## config.mk

```make
export PLATFORM = sky130hd
export DESIGN_NAME = ccg_device_flat
export DESIGN_NICKNAME = d
export VERILOG_FILES = /design/src/logic/ccg_pkg.sv /design/src/logic/ccg_link_if.sv /design/src/logic/ccg_device.sv /design/src/flat_wrapper.sv
export VERILOG_INCLUDE_DIRS = /design/src /design/src/logic
export SDC_FILE = /design/constraint.sdc
export NUM_CORES = 1
export LEC_CHECK = 0
export BUFFER_PORTS_ARGS = -buffer_cell sky130_fd_sc_hd__buf_2
export CAP_MARGIN = 20
export CORE_UTILIZATION = 50
export CTS_CLUSTER_DIAMETER = 80
export DETAILED_ROUTE_END_ITERATION = 10
export GPL_TIMING_DRIVEN = 0
export PLACE_DENSITY_LB_ADDON = 0.3
export SLEW_MARGIN = 40
export SYNTH_ARGS = -nofsm -noshare
export SYNTH_HDL_FRONTEND = slang
export SYNTH_SLANG_ARGS = --single-unit
```

## constraint.sdc

```tcl
create_clock -name ref_clk -period 2.08 [get_ports ref_clk]
set_clock_uncertainty 0.05 [all_clocks]
set_input_delay 0.208 -clock ref_clk [delete_from_list [all_inputs] [get_ports ref_clk]]
set_output_delay 0.208 -clock ref_clk [all_outputs]
set_load 0.01 [all_outputs]
```

## src/logic/ccg_map.svh

```systemverilog
`ifndef CCG_MAP_SVH
`define CCG_MAP_SVH

// device register addresses and fields
`define CCG_PCC_ADDR 12'hFB3
`define CCG_SCC_ADDR 12'hFB7
`define CCG_PCC_RESET 4'h0
`define CCG_SCC_RESET 4'h0
`define CCG_PCC_HALT_BIT 2
`define CCG_PCC_STOP_BIT 3
`define CCG_SCC_SRC_BIT 0
`define CCG_SCC_OSC_BIT 3
`define CCG_PCC_SLOW_SUB 4'h1

// divider terminal counts (ratio minus one)
`define CCG_DIV64_LAST 6'h3F
`define CCG_DIV16_LAST 6'h0F
`define CCG_DIV8_LAST 6'h07
`define CCG_DIV4_LAST 6'h03
`define CCG_SUB_DIV_LAST 2'h3
`define CCG_PERIPH_PHASE 2'h3

// machine cycles to wait after switching to the subsystem clock
`define CCG_SWITCH_WAIT 6'h20

// controller register byte offsets and fields
`define CCG_CMD_OFS 4'h0
`define CCG_STATUS_OFS 4'h4
`define CCG_CFG_OFS 4'h8
`define CCG_CMD_DATA_LSB 0
`define CCG_CMD_BIT_LSB 4
`define CCG_CMD_OP_LSB 6
`define CCG_CMD_ADDR_LSB 9
`define CCG_ST_REFUSED_BIT 8
`define CCG_ST_SETTLED_BIT 9
`define CCG_CFG_RESET 1'h0

`endif

```

## src/logic/ccg_pkg.sv

```systemverilog
package ccg_pkg;
  // operations passed from the controller to the device
  typedef enum logic [2:0] {
    CCG_OP_WR4 = 3'b000,
    CCG_OP_SET = 3'b001,
    CCG_OP_CLR = 3'b010,
    CCG_OP_HALT = 3'b011,
    CCG_OP_STOP = 3'b100
  } ccg_op_t;
endpackage : ccg_pkg

```

## src/logic/ccg_link_if.sv

```systemverilog
`timescale 1ns/1ps
interface ccg_link_if;
  import ccg_pkg::*;
  logic opValid;
  ccg_op_t opKind;
  logic [11:0] opAddr;
  logic [3:0] opData;
  logic [1:0] opBit;
  logic wake;
  logic [3:0] pccState;
  logic [3:0] sccState;
  logic machTick;

  modport dev (
    input opValid, opKind, opAddr, opData, opBit, wake,
    output pccState, sccState, machTick
  );
  modport ctl (
    output opValid, opKind, opAddr, opData, opBit, wake,
    input pccState, sccState, machTick
  );
endinterface : ccg_link_if

```

## src/logic/ccg_device.sv

```systemverilog
`timescale 1ns/1ps
`include "ccg_map.svh"

module ccg_device
  import ccg_pkg::*;
(
  input wire logic ref_clk,
  input wire logic rst_n,
  ccg_link_if.dev link,
  input wire logic subClkPin,
  output logic cpuClkEn,
  output logic periphClkEn,
  output logic watchClkEn,
  output logic mainOscRun,
  output logic mainOscGnd,
  output logic standbyMode
);

  logic [3:0] pcc_r;
  logic [3:0] pcc_nxt;
  logic [3:0] scc_r;
  logic [3:0] scc_nxt;
  logic [1:0] actDiv_r;
  logic actSrc_r;
  logic [5:0] mainCnt_r;
  logic [5:0] divLast;
  logic [1:0] subCnt_r;
  logic subMeta_r;
  logic subSync2_r;
  logic subSync3_r;
  logic subLevel_r;
  logic subRise;
  logic tickMain;
  logic tickSub;
  logic tick;
  logic machTick_r;
  logic pccHit;
  logic sccHit;

  // the bank flag plays no part in decode, only the address does
  assign pccHit = link.opValid && (link.opAddr == `CCG_PCC_ADDR);
  assign sccHit = link.opValid && (link.opAddr == `CCG_SCC_ADDR);

  // processor clock register next value; instructions win over a release
  always_comb begin
    pcc_nxt = pcc_r;
    if (link.wake) begin
      pcc_nxt[`CCG_PCC_STOP_BIT] = 1'b0;
      pcc_nxt[`CCG_PCC_HALT_BIT] = 1'b0;
    end
    if (pccHit && link.opKind == CCG_OP_WR4) begin
      pcc_nxt = {2'b00, link.opData[1:0]};
    end
    // the mode field never reaches the reserved code 11
    if (link.opValid && link.opKind == CCG_OP_HALT && !pcc_r[`CCG_PCC_STOP_BIT]) begin
      pcc_nxt[`CCG_PCC_HALT_BIT] = 1'b1;
    end
    if (link.opValid && link.opKind == CCG_OP_STOP && !actSrc_r && !pcc_r[`CCG_PCC_HALT_BIT]) begin
      pcc_nxt[`CCG_PCC_STOP_BIT] = 1'b1;
    end
  end

  always_ff @(posedge ref_clk or negedge rst_n) begin
    if (!rst_n) begin
      pcc_r <= `CCG_PCC_RESET;
    end else begin
      pcc_r <= pcc_nxt;
    end
  end

  // system clock register: single-bit operations only, reserved combination refused
  always_comb begin
    scc_nxt = scc_r;
    if (sccHit && link.opKind == CCG_OP_SET) begin
      if (link.opBit == 2'h0) begin
        scc_nxt[`CCG_SCC_SRC_BIT] = 1'b1;
      end else if (link.opBit == 2'h3 && scc_r[`CCG_SCC_SRC_BIT]) begin
        scc_nxt[`CCG_SCC_OSC_BIT] = 1'b1;
      end
    end else if (sccHit && link.opKind == CCG_OP_CLR) begin
      if (link.opBit == 2'h3) begin
        scc_nxt[`CCG_SCC_OSC_BIT] = 1'b0;
      end else if (link.opBit == 2'h0 && !scc_r[`CCG_SCC_OSC_BIT]) begin
        scc_nxt[`CCG_SCC_SRC_BIT] = 1'b0;
      end
    end
  end

  always_ff @(posedge ref_clk or negedge rst_n) begin
    if (!rst_n) begin
      scc_r <= `CCG_SCC_RESET;
    end else begin
      scc_r <= scc_nxt;
    end
  end

  // subsystem pin synchroniser; level accepted once stages two and three agree
  always_ff @(posedge ref_clk or negedge rst_n) begin
    if (!rst_n) begin
      subMeta_r <= 1'b0;
      subSync2_r <= 1'b0;
      subSync3_r <= 1'b0;
      subLevel_r <= 1'b0;
    end else begin
      subMeta_r <= subClkPin;
      subSync2_r <= subMeta_r;
      subSync3_r <= subSync2_r;
      if (subSync2_r == subSync3_r) begin
        subLevel_r <= subSync3_r;
      end
    end
  end

  assign subRise = (subSync2_r == subSync3_r) && subSync3_r && !subLevel_r;

  // subsystem divide-by-four; it has no stop control at all
  always_ff @(posedge ref_clk or negedge rst_n) begin
    if (!rst_n) begin
      subCnt_r <= 2'h0;
    end else if (subRise) begin
      subCnt_r <= subCnt_r + 2'h1;
    end
  end

  assign tickSub = subRise && (subCnt_r == `CCG_SUB_DIV_LAST);

  // main divider terminal count from the divider latched at the boundary
  always_comb begin
    case (actDiv_r)
      2'b00: divLast = `CCG_DIV64_LAST;
      2'b01: divLast = `CCG_DIV16_LAST;
      2'b10: divLast = `CCG_DIV8_LAST;
      default: divLast = `CCG_DIV4_LAST;
    endcase
  end

  assign tickMain = mainOscRun && (mainCnt_r == divLast);
  // the divider bits are ignored while the subsystem source is active
  assign tick = actSrc_r ? tickSub : tickMain;

  // main divider; held at zero while the main oscillator is stopped, and restarted at every
  // machine cycle edge so the first main cycle after leaving the subsystem source is whole
  always_ff @(posedge ref_clk or negedge rst_n) begin
    if (!rst_n) begin
      mainCnt_r <= 6'h00;
    end else if (!mainOscRun || tickMain || tick) begin
      mainCnt_r <= 6'h00;
    end else begin
      mainCnt_r <= mainCnt_r + 6'h01;
    end
  end

  // new divider and source only at a machine cycle edge, so no runt CPU pulse
  always_ff @(posedge ref_clk or negedge rst_n) begin
    if (!rst_n) begin
      actDiv_r <= 2'b00;
      actSrc_r <= 1'b0;
    end else if (tick) begin
      actDiv_r <= pcc_r[1:0];
      actSrc_r <= scc_r[`CCG_SCC_SRC_BIT];
    end
  end

  // oscillator control; on main source the oscillator stop bit only drives mainOscGnd, and stops nothing until the switch
  always_ff @(posedge ref_clk or negedge rst_n) begin
    if (!rst_n) begin
      mainOscRun <= 1'b1;
      mainOscGnd <= 1'b0;
    end else begin
      mainOscRun <= !pcc_nxt[`CCG_PCC_STOP_BIT] && !(scc_nxt[`CCG_SCC_OSC_BIT] && actSrc_r);
      mainOscGnd <= scc_nxt[`CCG_SCC_OSC_BIT];
    end
  end

  // clock enables; CPU gated in either standby mode
  always_ff @(posedge ref_clk or negedge rst_n) begin
    if (!rst_n) begin
      cpuClkEn <= 1'b0;
      machTick_r <= 1'b0;
      periphClkEn <= 1'b0;
      watchClkEn <= 1'b0;
      standbyMode <= 1'b0;
    end else begin
      cpuClkEn <= tick && (pcc_r[3:2] == 2'b00);
      machTick_r <= tick;
      // every ratio is a multiple of four, so the low counter bits run mod four
      periphClkEn <= mainOscRun && !actSrc_r && (mainCnt_r[1:0] == `CCG_PERIPH_PHASE);
      watchClkEn <= subRise;
      standbyMode <= (pcc_nxt[3:2] != 2'b00);
    end
  end

  assign link.pccState = pcc_r;
  assign link.sccState = scc_r;
  assign link.machTick = machTick_r;

endmodule : ccg_device

```

## src/flat_wrapper.sv

```systemverilog
// flat-port wrapper written by rule: the top's interface ports become plain ports
module ccg_device_flat import ccg_pkg::*;
  (ref_clk, rst_n, subClkPin, cpuClkEn, periphClkEn, watchClkEn, mainOscRun, mainOscGnd, standbyMode, link_opValid, link_opKind, link_opAddr, link_opData, link_opBit, link_wake, link_pccState, link_sccState, link_machTick);
  ccg_link_if link_i ();
  input wire logic ref_clk;
  input wire logic rst_n;
  input wire logic subClkPin;
  output logic cpuClkEn;
  output logic periphClkEn;
  output logic watchClkEn;
  output logic mainOscRun;
  output logic mainOscGnd;
  output logic standbyMode;
  input wire logic [$bits(link_i.opValid)-1:0] link_opValid;
  input wire logic [$bits(link_i.opKind)-1:0] link_opKind;
  input wire logic [$bits(link_i.opAddr)-1:0] link_opAddr;
  input wire logic [$bits(link_i.opData)-1:0] link_opData;
  input wire logic [$bits(link_i.opBit)-1:0] link_opBit;
  input wire logic [$bits(link_i.wake)-1:0] link_wake;
  output wire logic [$bits(link_i.pccState)-1:0] link_pccState;
  output wire logic [$bits(link_i.sccState)-1:0] link_sccState;
  output wire logic [$bits(link_i.machTick)-1:0] link_machTick;
  assign link_i.opValid = link_opValid;
  assign link_i.opKind = link_opKind;
  assign link_i.opAddr = link_opAddr;
  assign link_i.opData = link_opData;
  assign link_i.opBit = link_opBit;
  assign link_i.wake = link_wake;
  assign link_pccState = link_i.pccState;
  assign link_sccState = link_i.sccState;
  assign link_machTick = link_i.machTick;
  ccg_device u_core (.ref_clk(ref_clk), .rst_n(rst_n), .link(link_i), .subClkPin(subClkPin), .cpuClkEn(cpuClkEn), .periphClkEn(periphClkEn), .watchClkEn(watchClkEn), .mainOscRun(mainOscRun), .mainOscGnd(mainOscGnd), .standbyMode(standbyMode));
endmodule
```

# After elaboration in Yosys (flattened, before gate mapping)
# Cells that the tools add are included.
[word_totals] output_inout_bits=15 input_bits=26 register_bits=27 wordCells=91
[op_classes] eq_ne=15 n_reduce_logical=39 add_sub_neg=2 mux=17
[op_table] op="== test 12 bit, second input constant" count=2
[op_table] op="logical AND 1 bit" count=21
[op_table] op="case mux 6 bit (3 select lines)" count=1
[op_table] op="two-way mux 1 bit" count=13
[op_table] op="== test 2 bit, second input constant" count=4
[op_table] op="logical NOT 1 bit" count=8
[op_table] op="adder 6 x 1 -> 6 bit, second input constant" count=1
[op_table] op="== test 3 x 2 -> 1 bit, second input constant" count=2
[op_table] op="== test 6 bit" count=1
[op_table] op="logical NOT 2 bit" count=3
[op_table] op="two-way mux 6 bit" count=1
[op_table] op="nonzero test 2 bit" count=3
[op_table] op="two-way mux 4 bit" count=1
[op_table] op="AND reduction 4 bit" count=1
[op_table] op="== test 3 x 1 -> 1 bit, second input constant" count=1
[op_table] op="== test 3 bit, second input constant" count=1
[op_table] op="logical NOT 3 bit" count=1
[op_table] op="adder 2 x 1 -> 2 bit, second input constant" count=1
[op_table] op="== test 2 x 1 -> 1 bit, second input constant" count=1
[op_table] op="logical OR 1 bit" count=2
[op_table] op="two-way mux 2 bit" count=1
[op_table] op="inequality test 2 x 1 -> 1 bit, second input constant" count=1
[op_table] op="inequality test 2 bit, second input constant" count=1
[op_table] op="== test 1 bit" count=1

# Logic depth before layout (Yosys ltp)
[depth] word_depth=8 depth_mapped=6 mapped_depth_nobuf=5

# Least setup slack after synthesis
# OpenSTA, ideal clock, no wires.
[synth_path] kind="input-to-reg" from="in link_opKind[2]" to="reg u_core.pcc_r[0], in the netlist u_core.link.pccState[0]" t_required_ns=1.905 n_path_buf=1 setup_time_ns=0.125 setup_slack_ns=0.356 path_stages=5 arrival_ns=1.549 cell_sequence="nand2b_4 -> or4b_1 -> buf_2 -> nor4_4 -> mux2_4"
[synth_via] elab_chain_cells=2
[synth_lines] element="from (decl)" line="flat_wrapper.sv:15" rtl="input wire logic [$bits(link_i.opKind)-1:0] link_opKind;"
[synth_lines] element="logical NOT 3 bit" line="ccg_device.sv:51" rtl="if (pccHit && link.opKind == CCG_OP_WR4) begin"
[synth_lines] element="logical AND 1 bit" line="ccg_device.sv:51"
[synth_lines] element="to (signal assigned)" line="ccg_device.sv:65" rtl="pcc_r <= `CCG_PCC_RESET;"
[synth_lines] element="to (signal assigned)" line="ccg_device.sv:67" rtl="pcc_r <= pcc_nxt;"
[synth_lines] element="to (decl)" line="ccg_device.sv:19" rtl="logic [3:0] pcc_r;"
# No other way between the ends.
# A chain may end at the register's enable or synchronous reset.

# Worst setup path in the final report
[layout_path] from="reg u_core.mainCnt_r[4]" to="reg u_core.mainCnt_r[5]"
[layout_via] elab_chain_cells=5 word_cells_on_any_way=7 cone_classes="add/sub (1); eq/ne (1); mux (2); reduce/logical (3)"
[layout_lines] element="from (decl)" line="ccg_device.sv:25" rtl="logic [5:0] mainCnt_r;"
[layout_lines] element="from (signal assigned)" line="ccg_device.sv:149" rtl="mainCnt_r <= mainCnt_r + 6'h01;"
[layout_lines] element="branches (longest 4 deep; another with adder 6 x 1 -> 6 bit)"
[layout_lines] element="two-way mux 6 bit *" line="ccg_device.sv:146" rtl="end else if (!mainOscRun || tickMain || tick) begin"
# Every way passes the cells marked *.

==> flow_summary.ini <==
[status]
outcome = finished, final reports clean

[logic_synthesis]
avgSynthCellArea_um2 = 11.09
synth_top_family_by_area = simple AND/OR/NAND/NOR gates
synth-seq-cells = 27
synth_cell_type_count = 47
synth_compound_area_share_pct = 12.50
synthAdderAreaFrac_pct = 2.799
synthArstFlopShare_pct = 100.0
synth-simple-area-share_pct = 24.16
synth_xor_area_share_pct = 3.265
ys.warnings.count = 0
syn_inst = 121
yosysSeqAreaShare_pct = 50.47
synth-edff-count = 0
synth_area_um2 = 1341
yosys_most_used_dff = dfrtp_1
synth_mux_area_share_pct = 3.918

[critical_path]
rr_endpoint = u_core.mainCnt_r[5]
crit_path_max_fanout = 6
critPathKind = flip-flop to flip-flop
reg2regPathDepth = 4
cp.required_ps = 2230
arrival_ps = 1970
cp-endpoint = u_core.mainCnt_r[5]
cp-end-kind = flip-flop
r2r_slack_ps = 260
startpoint = u_core.mainCnt_r[4]
start_kind = flip-flop
reg2reg_from = u_core.mainCnt_r[4]

[layout]
antenna_cells = 0
drive_above_1_share_pct = 31.71
mostFrequentLayoutCells = 37 x buf_2, 26 x dfrtp_1, 11 x nand2_1, 6 x nor3_1, 6 x nor2_1
final_nets = 194
final_common_cell = buf_2
areaGrowthSynthToFinish_pct = 20.06

[power_and_ir_drop]
p_leak_nw = 0.7590
vdd_drop_max_v = 0.0004663
powerDensity_nw_per_um2 = 737.4

[global_route]
grt.overflow.total = 0
track_usage_pct = 20.45
grt_use_met2_pct = 38.48
use_met1_pct = 22.99
met3_usage_pct = 2.542
busiest_layer = met2
antenna_found_initial = 0
grt_start_max_net_pins = 28
grt_pass1_vias = 1038
grt_pass1_wl_um = 4229

[clock_tree]
htree_levels = 1
cts_tree = done
clkTransAtPathRegs_ps = 150
cts_root_buf = clkbuf_4
cts.sinks = 27
clockBufferDepth = 2
cts_buffers = 3
clk_latency_ps = 320

[timing]
tns_ps = 0
slew-limit-headroom_pct = 62.12
fmax_ghz = 0.5509
worst_pin_slew_ps = 568.1
fin_crit_ps = 1815
rsz0062_at_grt = false
finalCritPeriodShare_pct = 87.27
holdWs_ps = 41.49
setup_viol = 0
hold_violations = 0
report.final.slew_viol_count = 0

[floorplanning]
die_area_um2 = 2894
die-width_um = 53.80
initial_utilization_pct = 53.65
rows = 18
coreArea_um2 = 2500
io_pins = 41
die_h_um = 53.80

[drt]
num_vias = 1121
ant_nets = 0
vias_per_cell = 5.778
routedWlPerCell_um = 13.35
firstDrtPassIters = 4
wirelength_um = 2590
drt_first_iter_violations = 18
drc = 0

[place]
io_buffers = 36
dp_hpwl_um = 2017
globalplace.congestion = 0.7791

[min_path]
whs_path_depth = 2
hp-class = primary input to flip-flop

[job]
max_cap_violations = 0
==> worst min-delay path by stage <==
| stage | start | endpoint |
|---|---|---|
| after floorplan | rst_n | u_core.actDiv_r[0] |
| after global placement | rst_n | u_core.subCnt_r[0] |
| after detailed placement | rst_n | u_core.subCnt_r[0] |
| after CTS | link_wake | u_core.link.pccState[2] |
| after global routing | link_wake | u_core.link.pccState[2] |
| final | link_wake | u_core.link.pccState[2] |
==> critical path: stages, from the launching register on <==
cell and delay [ps]:
dfrtp_1 460, or3b_1 410, a211o_1 280, a21boi_1 380
nor3_1 120
==> cell type report <==
cell class / instances / area [µm²]
Buffer: 5 / 31.28
Clock buffer: 3 / 22.52
Clock inverter: 1 / 5.005
Fill cell: 207 / 889.6
Inverter: 1 / 3.754
Multi-Input combinational cell: 89 / 633.1
Sequential cell: 27 / 676.9
Tap cell: 30 / 37.54
Timing Repair Buffer: 38 / 200.2
==> sequential cells by signal, summed over array words and instances, names as in the netlist <==
signal / flops
u_core.actDiv_r: 2
u_core.actSrc_r: 1
u_core.cpuClkEn: 1
u_core.link.machTick: 1
u_core.link.pccState: 4
u_core.link.sccState: 2
u_core.mainCnt_r: 6
u_core.mainOscRun: 1
u_core.periphClkEn: 1
u_core.standbyMode: 1
u_core.subCnt_r: 2
u_core.subLevel_r: 1
u_core.subMeta_r: 1
u_core.subSync2_r: 1
u_core.subSync3_r: 1
u_core.watchClkEn: 1
==> cell usage after synthesis, types with 2 or more instances <==
cell,n,area [µm²]
nor4b_1,2,17.52
nand2_1,11,41.29
nor3_1,6,30.03
a22oi_1,2,15.01
nand4_1,2,12.51
a21boi_1,3,22.52
a21oi_1,2,10.01
xor2_1,3,26.28
o31ai_1,3,22.52
nor2b_1,2,12.51
nor2_1,6,22.52
o21ai_1,2,10.01
nand2b_1,2,12.51
o211ai_1,3,22.52
ha_1,3,37.54
xnor2_1,2,17.52
mux2_4,2,30.03
nor4bb_1,2,20.02
dfrtp_1,26,650.6
nor3b_1,2,15.01
buf_4,3,22.52
nand3_1,5,25.02
nand3b_1,3,22.52
==> kinds of logic (layout without fill, tap and decap cells) <==
family	count (synthesis)	count (layout)
AOI/OAI and AO/OA	23	23
other	1	2
buffers and inverters	6	48
xor gates and xnor gates	5	5
DFF	27	27
muxes	4	4
adders and majority gates	3	3
and+or+nand+nor	52	52
==> report_power, final <==
group          internal, mW  switching [mW]  total (mW)
Clock                0.0719           0.155       0.227
Combinational         0.135           0.131       0.267
Sequential            0.613          0.0805       0.694
Total                 0.821           0.367        1.19
==> through the flow <==
stage          power, mW  setup slack (ps)  utilization, %  cells  instance area [µm²]
6_report           1.187             264.9           64.41    194                 1610
5_1_grt            1.263             127.3           64.41    194                 1610
4_1_cts            1.199             261.7           64.41    194                 1610
3_5_place_dp      0.9754             139.4           62.51    188                 1563
3_3_place_gp      0.9479             150.0           62.51    188                 1563
2_1_floorplan     0.8677             355.7               -    122                 1345
==> repair_timing <==
action,in CTS,in global routing
setup buffers,0,0
hold buffers,2,0
resized for setup,0,0
setup endpoints to repair,0,0
hold endpoints to repair,27,0
==> per-layer routing <==
metal	up-vias	wire length (µm)
met1	540	1140
met5	-	0
met4	0	32
met3	4	118
met2	44	1298
li1	533	-
(Power assumes the default switching activity.)
